## config.mk

```make
export PLATFORM = sky130hd
export DESIGN_NAME = wdsr_core
export DESIGN_NICKNAME = d
export VERILOG_FILES = /design/src/verilog/wdsr_core.v /design/src/verilog/wdsr_prescale.v
export VERILOG_INCLUDE_DIRS = /design/src /design/src/verilog
export SDC_FILE = /design/constraint.sdc
export NUM_CORES = 1
export LEC_CHECK = 0
export BUFFER_PORTS_ARGS = -buffer_cell sky130_fd_sc_hd__buf_2
export CAP_MARGIN = 10
export CORE_MARGIN = 3
export CORE_UTILIZATION = 56
export CTS_BUF_LIST = sky130_fd_sc_hd__clkbuf_8
export CTS_CLUSTER_DIAMETER = 200
export DETAILED_ROUTE_END_ITERATION = 8
export PLACE_DENSITY = 0.88
export SYNTH_ARGS = -nofsm -noshare
export SYNTH_HDL_FRONTEND = slang
export SYNTH_HIERARCHICAL = 1
export SYNTH_SLANG_ARGS = --single-unit
```

## constraint.sdc

```tcl
create_clock -name sys_clk -period 2.8 [get_ports sys_clk]
set_clock_uncertainty 0.05 [all_clocks]
set_input_delay 0.28 -clock sys_clk [delete_from_list [all_inputs] [get_ports sys_clk]]
set_output_delay 0.28 -clock sys_clk [all_outputs]
set_load 0.05 [all_outputs]
```

## src/verilog/wdsr_regs.vh

```
// Register map, key codes and field positions of the watchdog with soft reset.
// Assumes an SFR-style byte bus on the CPU clock; included by bare name.
`ifndef WDSR_REGS_VH
`define WDSR_REGS_VH

`define WDSR_ADDR_KEY      8'ha6
`define WDSR_ADDR_CTRL     8'ha7
`define WDSR_CTRL_RESET    8'h00
`define WDSR_KEY_FEED_1    8'h1e
`define WDSR_KEY_FEED_2    8'he1
`define WDSR_KEY_SOFT_1    8'h5a
`define WDSR_KEY_SOFT_2    8'ha5
`define WDSR_BIT_PS_HI     7
`define WDSR_BIT_PS_LO     5
`define WDSR_BIT_IDLE      4
`define WDSR_BIT_SOFT      2
`define WDSR_BIT_OVF       1
`define WDSR_BIT_RUN       0
`define WDSR_PRE_WIDTH     7
`define WDSR_CNT_WIDTH     14
`define WDSR_PS_WIDTH      3
`define WDSR_PRE_ZERO      7'h00
`define WDSR_CNT_ZERO      14'h0000

`endif
```

## src/verilog/wdsr_core.v

```verilog
// Watchdog timer with key-sequence feed and software reset.
// Assumes SFR writes/reads on sys_clk; rst is any system reset incl. its own pulse.
`default_nettype none
`include "wdsr_regs.vh"

// How it works
// - Counts one step on each system timer tick
// - Period select codes 16K up to 2048K
// - Period times system timer prescale plus one
// - Fourteen-bit counter behind seven-bit prescaler
// - Stopped after reset and in power-down
// - Overflow while running pulses internal reset
// - Key 1E then E1 starts, sets running
// - Running flag read-only, shows counting
// - Key 5A then A5 soft resets
// - Wrong key sequence resets, sets both flags
// - Overflow reset sets sticky overflow flag
// - Idle freeze bit holds count in idle
module wdsr_core (
  input  wire        sys_clk,
  input  wire        rst,
  input  wire        por,
  input  wire        sfr_wr,
  input  wire        sfr_rd,
  input  wire [7:0]  sfr_addr,
  input  wire [7:0]  sfr_wdata,
  output reg  [7:0]  sfr_rdata,
  input  wire        idle,
  input  wire        power_down,
  input  wire        system_timer_tick,
  output reg         wdt_reset
);
  reg  [2:0]  ps_r;
  reg         idle_freeze_r;
  reg         soft_reset_flag_r;
  reg         overflow_flag_r;
  reg         running_flag_r;
  reg  [13:0] cnt_r;
  reg  [2:0]  key_state_r;
  reg  [2:0]  key_state_nxt;
  reg  [13:0] cnt_nxt;
  reg         running_flag_nxt;
  wire        key_armed;
  wire        key_wr;
  wire        ctrl_wr;
  wire        other_wr;
  wire        feed_ok;
  wire        soft_ok;
  wire        key_bad;
  wire        step;
  wire        pre_tick;
  wire        cnt_tick;
  wire        cnt_ovf;
  wire [2:0]  pre_sel;

  // Key pair states, one-hot; the first byte decides which pair is open
  localparam [2:0] KEY_IDLE = 3'b001;                                      // No first byte held
  localparam [2:0] KEY_FEED = 3'b010;                                      // Feed/enable pair open
  localparam [2:0] KEY_SOFT = 3'b100;                                      // Soft reset pair open

  assign key_wr   = sfr_wr & (sfr_addr == `WDSR_ADDR_KEY);
  assign ctrl_wr  = sfr_wr & (sfr_addr == `WDSR_ADDR_CTRL);
  assign other_wr = sfr_wr & ~key_wr;

  // A pair is open while the sequencer is out of its idle state
  assign key_armed = (key_state_r != KEY_IDLE);

  // Pair decode of the second key byte against the open pair
  assign feed_ok = key_wr & (key_state_r == KEY_FEED)
                   & (sfr_wdata == `WDSR_KEY_FEED_2);
  assign soft_ok = key_wr & (key_state_r == KEY_SOFT)
                   & (sfr_wdata == `WDSR_KEY_SOFT_2);
  // Bad: wrong first byte, wrong second byte, or another write splitting a pair.
  // Reads never touch the sequencer, so software may poll between the bytes.
  assign key_bad = (key_wr & ~key_armed & (sfr_wdata != `WDSR_KEY_FEED_1)
                    & (sfr_wdata != `WDSR_KEY_SOFT_1))
                 | (key_wr & key_armed & ~feed_ok & ~soft_ok)
                 | (other_wr & key_armed);

  // Step qualifier: the system timer prescale tick stretches every count
  assign step = running_flag_r & ~power_down & ~(idle & idle_freeze_r)
                & system_timer_tick;

  // Prescaler taps 0..6 give 2^(ps) per counter step, 14-bit counter on top
  assign pre_sel = ps_r;

  wdsr_prescale #(
    .WIDTH (`WDSR_PRE_WIDTH)
  ) u_pre (
    .sys_clk (sys_clk),
    .rst     (rst),
    .clr     (feed_ok),
    .en      (step),
    .sel     (pre_sel),
    .tick    (pre_tick)
  );

  // Code 111 shifts the tap out of 7 bits; the mask then wraps to all ones,
  // so the prescaler still gives 128 steps per count without a wider adder
  assign cnt_tick = pre_tick;
  assign cnt_ovf = cnt_tick & (&cnt_r);

  // Key sequencer next state; any write closes an open pair
  always @* begin
    key_state_nxt = key_state_r;
    case (key_state_r)
      KEY_IDLE: begin
        if (key_wr & (sfr_wdata == `WDSR_KEY_FEED_1)) begin
          key_state_nxt = KEY_FEED;
        end else if (key_wr & (sfr_wdata == `WDSR_KEY_SOFT_1)) begin
          key_state_nxt = KEY_SOFT;
        end
      end
      KEY_FEED: begin
        if (sfr_wr) begin
          key_state_nxt = KEY_IDLE;
        end
      end
      KEY_SOFT: begin
        if (sfr_wr) begin
          key_state_nxt = KEY_IDLE;
        end
      end
      default: begin
        key_state_nxt = KEY_IDLE;                                          // Illegal code recovers
      end
    endcase
  end

  // Key sequencer state; a reset drops any half-written pair
  always @(posedge sys_clk) begin
    if (rst) begin
      key_state_r <= KEY_IDLE;
    end else begin
      key_state_r <= key_state_nxt;
    end
  end

  // Counter next value; a feed restarts the full period
  always @* begin
    cnt_nxt          = cnt_r;
    running_flag_nxt = running_flag_r;
    if (feed_ok) begin
      running_flag_nxt = 1'b1;
      cnt_nxt          = `WDSR_CNT_ZERO;
    end else if (cnt_tick) begin
      cnt_nxt          = cnt_r + 14'h0001;
    end
  end

  // Counter and running flag; any reset stops the watchdog
  always @(posedge sys_clk) begin
    if (rst) begin
      running_flag_r <= 1'b0;
      cnt_r          <= `WDSR_CNT_ZERO;
    end else begin
      running_flag_r <= running_flag_nxt;
      cnt_r          <= cnt_nxt;
    end
  end

  // Reset pulse: one cycle; rst then clears the cause.
  // The counter may wrap once before rst lands, which is harmless.
  always @(posedge sys_clk) begin
    if (rst) begin
      wdt_reset <= 1'b0;
    end else begin
      wdt_reset <= cnt_ovf | soft_ok | key_bad;
    end
  end

  // Control register; flags survive the watchdog's own reset, only por clears
  always @(posedge sys_clk) begin
    if (por) begin
      ps_r              <= 3'h0;
      idle_freeze_r     <= 1'b0;
      soft_reset_flag_r <= 1'b0;
      overflow_flag_r   <= 1'b0;
    end else begin
      if (ctrl_wr) begin
        ps_r              <= sfr_wdata[`WDSR_BIT_PS_HI:`WDSR_BIT_PS_LO];
        idle_freeze_r     <= sfr_wdata[`WDSR_BIT_IDLE];
        soft_reset_flag_r <= sfr_wdata[`WDSR_BIT_SOFT];
        overflow_flag_r   <= sfr_wdata[`WDSR_BIT_OVF];
      end
      // Set wins over a clearing write in the same cycle
      if (soft_ok | key_bad) begin
        soft_reset_flag_r <= 1'b1;
      end
      if (cnt_ovf | key_bad) begin
        overflow_flag_r <= 1'b1;
      end
    end
  end

  // Read mux; key register is write-only and reads zero
  always @(posedge sys_clk) begin
    if (rst) begin
      sfr_rdata <= 8'h00;
    end else if (sfr_rd & (sfr_addr == `WDSR_ADDR_CTRL)) begin
      sfr_rdata <= {ps_r, idle_freeze_r, 1'b0, soft_reset_flag_r,
                    overflow_flag_r, running_flag_r};
    end else begin
      sfr_rdata <= 8'h00;
    end
  end
endmodule // wdsr_core

`default_nettype wire

```

## src/verilog/wdsr_prescale.v

```verilog
// Programmable 7-bit prescaler of the watchdog, tick out on wrap.
// Assumes en marks the counted events; clear and enable from the core.
`default_nettype none

module wdsr_prescale #(
  parameter WIDTH = 7
) (
  input  wire             sys_clk,
  input  wire             rst,
  input  wire             clr,
  input  wire             en,
  input  wire [2:0]       sel,
  output wire             tick
);
  reg  [WIDTH-1:0] pre_r;
  wire [WIDTH-1:0] mask;

  // Taps 2^sel events per tick, so sel doubles the period
  assign mask = ({{(WIDTH-1){1'b0}}, 1'b1} << sel) - {{(WIDTH-1){1'b0}}, 1'b1};
  assign tick = en & ((pre_r & mask) == mask);

  // Free counter; wraps rather than reloads so one adder serves all taps
  always @(posedge sys_clk) begin
    if (rst | clr) begin
      pre_r <= {WIDTH{1'b0}};
    end else if (en) begin
      pre_r <= pre_r + {{(WIDTH-1){1'b0}}, 1'b1};
    end
  end
endmodule // wdsr_prescale

`default_nettype wire

```

After elaboration in Yosys (flattened, before gate mapping)
Cells that the tools add are included.

Register bits: 40. Bits of input ports: 24. Logic and storage cells: 83.

Add/sub/neg operators: 3. Equality and inequality tests: 15. Shifts and indexed selects: 1. Mux-type cells: 8. Bitwise operators: 38. Reductions and logical operators: 7.

Operator list (number): $eq 8x8->1 const B (4); $and 1x1->1 (23); $add 14x1->14 const B (1); $reduce_and 14->1 (1); $mux 3 (3); $eq 8x5->1 const B (1); $eq 8x7->1 const B (1); $ne 8x5->1 const B (1); $ne 8x7->1 const B (1); $add 7x1->7 const B (1); $and 7x7->7 (1); $eq 7x7->1 (1); $not 1->1 (7); $or 1x1->1 (7); $shl 1x3->7 const A (1); $sub 7x1->7 const B (1); $pmux 3 s2 (1); $reduce_or 2->1 (3); $mux 1 (4); $reduce_bool 2->1 (2); $eq 3x1->1 const B (1); $eq 3x2->1 const B (1); $eq 3x3->1 const B (1); $ne 3x1->1 const B (1); other kinds (3) (3).

Logic depth before layout (Yosys ltp)
Gate-level depths: netlist of run 1.

Word-level depth: 11. Mapped depth: 10. Gate-level depth less buffers: 9.

Hierarchy
Netlist of run 1, hierarchy kept.

Modules (own cells, without submodules): wdsr_core (times used 1, cells each 152, area each 1413.9 um2, seq. area each 640.6 um2); wdsr_prescale (times used 1, cells each 41, area each 344.1 um2, seq. area each 140.1 um2).

Least setup slack after synthesis of run 1
No wires, ideal clock.

Kind: flip-flop to flip-flop. Start point: reg running_flag_r. End point: reg cnt_r[9]. Setup time: 115 ps. Arrival: 2201 ps. Path slack: 435 ps. Stages on the path, launching flop included: 11. Period minus slack after synthesis: 2365 ps. Cells stage by stage: dfxtp_1 nand2_1 a211oi_1 nand2_1 a211oi_1 buf_2 nand4_1 nor3_1 and4_1 xnor2_1 nor2_1.

Cells in the longest elaborated chain, start to end: 4.

Ends and longest elaborated chain: from (decl) (RTL line wdsr_core.v:37) `reg running_flag_r;`; from (signal assigned) (RTL line wdsr_core.v:157) `running_flag_r <= running_flag_nxt;`; $and 1x1->1 (2 in a row) (RTL line wdsr_core.v:81) `assign step = running_flag_r & ~power_down & ~(idle & idle_freeze_r)`; $and 1x1->1 (RTL line wdsr_core.v:82) `& system_timer_tick;`; via step (RTL line wdsr_core.v:50) `wire step;`; $and 1x1->1 (RTL line wdsr_prescale.v:20) `assign tick = en & ((pre_r & mask) == mask);`; via cnt_tick (RTL line wdsr_core.v:52) `wire cnt_tick;`; to (signal assigned) (RTL line wdsr_core.v:155) `` cnt_r <= `WDSR_CNT_ZERO; ``; to (signal assigned) (RTL line wdsr_core.v:158) `cnt_r <= cnt_nxt;`; to (decl) (RTL line wdsr_core.v:38) `reg [13:0] cnt_r;`.

The timed path passes the listed nets, and every way through them passes these cells. A chain may end at the register's enable or synchronous reset.

Worst setup path after layout of run 1
Ends and elaborated chain as after synthesis.

==> impl_metrics.tcl, run 1 <==
set metrics [dict create \
    ys_ff_latch 39 \
    multi_input_area_um2 922 \
    p_switching_uw 215 \
    drive_gt1_frac 0.218 \
    dieArea_um2 3850 \
    nFillCells 223 \
    nNetsFinal 254 \
    crit_type "flop to flop" \
    reg2regPathDepth 10 \
    p_per_area_nw_per_um2 521 \
    power_frac_clock 0.444 \
    grt_use_total 0.193 \
    syn2layout_area_growth_pct 17.5 \
    drv_slew 0 \
    seq_area_um2 781 \
    period_minus_slack_ps 2350 \
    yosysTopAreaCell "dfxtp_1" \
    synth_fp_nets 219 \
    yosysTopAreaCellShare 0.444 \
    die_w_um 62.0 \
    syn_area_um2 1760 \
    synth-edff-count 0 \
    fp-row-count 19 \
    cts_inserted_buffers 5 \
    drt_iter0_markers 66 \
    cts.path.max_buffers 2 \
    whs_ps 182 \
    synth_common_cells "dfxtp_1, nor2_1, nand2_1" \
    fp.dieH_um 62.0 \
    rsz0062_at_grt "no" \
    cts.sinks 39 \
    cts_setup_buffers 0 \
    start_util 0.611 \
    finalSetupViolations 0 \
    detail_route.first_pass.iterations 4 \
    drc_errors 0 \
    syn_avg_cell_area_um2 9.11 \
    grt_pass1_wl_um 5430 \
    yosysSeqAreaShare 0.444 \
    switching_share 0.200 \
    status "finished, final reports clean" \
    critPathMaxFanout 6 \
    max-cap-violations 0 \
    core_area_um2 2880 \
    synth_area_leaders "dfxtp_1, xor2_1, nor2_1, mux2i_1, nand2_1" \
    worstReg2RegStart "running_flag_r" \
    vias 1406 \
    critPathCapture "cnt_r[9]" \
    insertion_delay_ps 290 \
    power.share.combinational 0.040 \
    num_io_pins 33 \
    seq_power_share 0.515 \
    min_path_type "input port to flop" \
    drt-total-wl_um 3400 \
    drtAntennaViolNets 0 \
    ctsResizeCount 0 \
    leakage_uw 0.000877 \
    dp_hpwl_um 2570 \
    numPortBuffers 31 \
    antenna_cells 0 \
    clock-root-buffer "clkbuf_8" \
    ff2ff_setup_slack_ps 450 \
    fmax_mhz 426 \
    routabilityCongestion 0.827 \
    grt_max_degree 15 \
    ir_worst_vdd_uv 406 \
    synth.most_common_cell "dfxtp_1" \
    arrival_ps 2480 \
    synth_cell_type_count 41 \
    p_int_uw 861 \
    totalPowerFinal_uw 1080 \
    reg2reg_to "cnt_r[9]" \
    hold_violations 0 \
    fin_setup_tns_ps 0 \
    clk_pin_slew_ps 70 \
    hold_buffers 0 \
    crit_start "running_flag_r" \
    ys_warn_count 6 \
    via_per_inst 5.19 \
    cp-end-kind "flop" \
    antenna_found_initial 0 \
    synth_flop_cell "dfxtp_1" \
    wire_per_inst_um 12.6 \
    globalRouteOverflowTotal 0 \
    cts_tree "done" \
    cts-htree-levels 2 \
    period_share 0.838 \
    cp-start-kind "flop" \
    grt_pass1_vias 1297 \
    syn_inst 193 \
    crit_required_ps 2930 \
    async_flop_share 0 \
]
-- per-stage QoR --
step           std cells  setup WS (ps)   util  area [um^2]
2_1_floorplan        193            435      -         1760
3_3_place_gp         263            565  0.677         1950
3_5_place_dp         263            493  0.677         1950
4_1_cts              271            459  0.718         2070
5_1_grt              271            232  0.718         2070
6_report             271            453  0.718         2070
-- routing by layer --
layer,global-route usage,routed length (um)
met1,0.222,1520
met3,0.0517,172
met5,0,0
met2,0.324,1650
met4,0.100,64
-- power groups by stage --
stage,clock network [uW],logic [uW],registers [uW]
after floorplan,0,21.0,567
after global placement,0,42.5,567
after detailed placement,0,42.9,567
after CTS,487,43.3,554
after global routing,511,47.6,554
final,478,43.4,555
-- cell type report --
| cell class | count | share of cell area |
|---|---|---|
| clock buffer | 6 | 0.0400 |
| clock inverter | 2 | 0.0170 |
| inverter | 6 | 0.0109 |
| multi-input combinational | 143 | 0.446 |
| sequential | 39 | 0.378 |
| tap | 42 | 0.0254 |
| timing repair buffer | 33 | 0.0824 |
-- registers in the layout, indices dropped and copies added, names as in the netlist --
name and count:
idle_freeze_r 1, u_pre/pre_r 7, sfr_rdata 7, key_state_r 3
overflow_flag_r 1, running_flag_r 1, cnt_r 14, soft_reset_flag_r 1
wdt_reset 1, pre_sel 3
-- critical path, cell delays in order, from the launching register on --
cell and delay (ps):
dfxtp_1 360, nand2_1 60, a211oi_1 270, nand2_1 90, a211oi_1 250, buf_4 190, nand4_1 130, nor3_1 350
and4_1 270, xnor2_1 130, nor2_1 60
-- how the worst min path moves through the flow --
| stage | startpoint | end | slack (ps) | cells past startpoint |
|---|---|---|---|---|
| global route | por | overflow_flag_r | 180 | 2 |
| detailed placement | soft_reset_flag_r | sfr_rdata[2] | 410 | 1 |
| floorplan | rst | running_flag_r | 300 | 1 |
| global placement | soft_reset_flag_r | sfr_rdata[2] | 390 | 1 |
| finish | por | soft_reset_flag_r | 180 | 2 |
| CTS | por | overflow_flag_r | 180 | 2 |
-- cells by family (layout without fill, tap and decap cells) --
kind of cell / Yosys count / count (layout) / synth area share
AND/OR/NAND/NOR: 93 / 93 / 0.299
multiplexers: 8 / 8 / 0.0456
XOR/XNOR: 20 / 20 / 0.0996
adder cells (fa/ha/maj): 2 / 2 / 0.0142
buffers and inverters: 11 / 47 / 0.0313
other: 1 / 1 / 0.00213
flip-flops: 39 / 39 / 0.444
AO/OA/AOI/OAI: 19 / 19 / 0.0641
-- layout by cell type (no fill, tap or decap), types with 2 or more instances in the layout --
master    instances
a211oi_1          2
a21oi_1           7
a31oi_1           3
and2_1            7
and4_1            2
buf_2            31
buf_4             2
clkbuf_8          6
dfxtp_1          39
ha_1              2
inv_1             6
mux2i_1           8
nand2_1          17
nand3_1           7
nand4_1           5
nand4_2           2
nor2_1           30
nor3_1            4
nor3b_1           3
nor4b_1           2
o21ai_0           5
xnor2_1           6
xor2_1           14
Power figures use the tool's default switching activity.
==> inputs of run 2 (changes only) <==
==> constraint.sdc (replaced) <==
create_clock -name sys_clk -period 2.2 [get_ports sys_clk]
set_clock_uncertainty 0.05 [all_clocks]
set_input_delay 0.22 -clock sys_clk [delete_from_list [all_inputs] [get_ports sys_clk]]
set_output_delay 0.22 -clock sys_clk [all_outputs]
set_load 0.05 [all_outputs]
==> run 2 against run 1 <==
Clock-buffer cell count did not move; fmax rose by 9.3%; hold slack got worse by 60 ps; non-clock buffer count rose by 1; die area unchanged; global-route usage grew 0.26 points; first-iteration DRC count is 20% lower; register-to-register slack worse by 400 ps; sequential share of layout area decreased by 0.23 points; setup slack worse by 400 ps; combinational power up 29%.
==> impl_metrics.tcl, run 2 (synthesis results as in run 1) <==
set metrics [dict create \
    status "finished, final reports clean" \
    period_minus_slack_ps 2150 \
    num_io_pins 33 \
    drt_iter0_markers 53 \
    core_area_um2 2880 \
    drt-total-wl_um 3280 \
    grt_use_total 0.195 \
    reg_top3 "cnt_r x14, sfr_rdata x7, u_pre/pre_r x7" \
    p_per_area_nw_per_um2 656 \
    crit_required_ps 2330 \
    crit_top_cell "nand2_1" \
    cp_slowest_stage_delay_ps 350 \
    grt_pass1_vias 1234 \
    grt_max_degree 15 \
    routabilityCongestion 0.872 \
    hold_violations 0 \
    mostFrequentLayoutCell "dfxtp_1" \
    clk_pin_slew_ps 70 \
    wire_per_inst_um 12.1 \
    cts.path.max_buffers 2 \
    clock-root-buffer "clkbuf_8" \
    design_area_um2 2080 \
    largest_reg_flops 14 \
    crit_type "flop to flop" \
    leakage_uw 0.000883 \
    critPathMaxFanout 4 \
    critPathTopFamily "simple AND/OR/NAND/NOR gates" \
    syn2layout_area_growth_pct 18.2 \
    dp_hpwl_um 2500 \
    drc_errors 0 \
    cts.sinks 39 \
    worstPathCellList "nand2_1, a211oi_2, nand2_1, a211oi_1, nand4_1, nor3_1, and4_1, xnor2_1, nor2_1" \
    start_util 0.611 \
    fmax_mhz 466 \
    via_per_inst 5.25 \
    max-cap-violations 0 \
    rsz0062_at_grt "yes" \
    grt_pass1_wl_um 5360 \
    dieArea_um2 3850 \
    cts_inserted_buffers 5 \
    placedInstanceArea_um2 1960 \
    nFillCells 233 \
    largest-register "cnt_r" \
    top_usage_layer "met2" \
    globalRouteOverflowTotal 0 \
    period_share 0.976 \
    ctsResizeCount 0 \
    vias 1427 \
    drtAntennaViolNets 0 \
    insertion_delay_ps 290 \
    cp-start-kind "flop" \
    die_w_um 62.0 \
    grt_use_met1 0.230 \
    setup_ws_ps 53.7 \
    drv_slew 0 \
    most-common-layout-cells "dfxtp_1, buf_2, nor2_1" \
    cts_tree "done" \
    antenna_found_initial 0 \
    fp-row-count 19 \
    grt_use_met2 0.311 \
    cts-htree-levels 2 \
    cp-end-kind "flop" \
    numPortBuffers 31 \
    arrival_ps 2270 \
    min_path_type "input port to flop" \
    fp.dieH_um 62.0 \
    critPathBufInv 0 \
    crit_slowest_cell "dfxtp_1" \
    detail_route.first_pass.iterations 4 \
    nNetsFinal 255 \
    finalSetupViolations 0 \
    antenna_cells 0 \
    dp_slack_ps 43.0 \
    ir_worst_vdd_uv 536 \
    drive_gt1_frac 0.226 \
    gr-usage-met3 0.0888 \
]
-- run 2: cell count changes in the layout (fill, tap and decap cells not counted), sizes merged --
cell  previous run  this run
buf             33        34
-- run 2: report_power, final --
part / total, uW / switching [uW] / internal (uW)
registers: 706 / 0.161 / 706
clock network: 602 / 235 / 367
logic: 56.0 / 32.9 / 23.2
total: 1360 / 268 / 1100
-- run 2: final timing paths --
check                                        from  slack [ps]  depth (start not counted)         endpoint
worst min register to register  soft_reset_flag_r         420                          1     sfr_rdata[2]
worst min-delay path                          por         120                          2  overflow_flag_r
worst max register to register     running_flag_r          50                          9         cnt_r[9]
worst max-delay path               running_flag_r          50                          9         cnt_r[9]
-- run 2: area by class of cell --
cell class / count / area [um^2] / area share
timing repair buffer: 34 / 178 / 0.0855
clock inverter: 2 / 35.0 / 0.0169
sequential: 39 / 781 / 0.376
multi-input combinational: 143 / 927 / 0.446
inverter: 6 / 22.5 / 0.0108
clock buffer: 6 / 82.6 / 0.0397
tap: 42 / 52.6 / 0.0253
-- run 2: per-layer routing --
layer  up-vias  routed length [um]
li1        736                   -
met1       656                1500
met2        30                1550
met3         5                 172
met4         0                  55
met5         -                   0
-- run 2: per-stage QoR --
step                      utilization  instances  total power, uW  setup TNS (ps)  hold slack [ps]
after detailed placement        0.682        264              778               0              406
after CTS                       0.722        272             1390               0              108
final                           0.722        272             1360               0              122
after global placement          0.682        264              777               0              388
after global routing            0.722        272             1420            -497              111
after floorplan                     -        193              749               0              239
-- run 2: worst register-to-register path, delay by kind of cell, from the launching register on --
kind | cells | cell delay, ps
simple gates | 6 | 990
compound gates | 2 | 550
flops | 1 | 350
xor+xnor | 1 | 110
-- run 2: what timing repair did --
action,4_1_cts,5_1_grt
setup endpoints to repair,0,8
buffers inserted,0,0
hold buffers,0,0
endpoints found under the hold margin,0,0
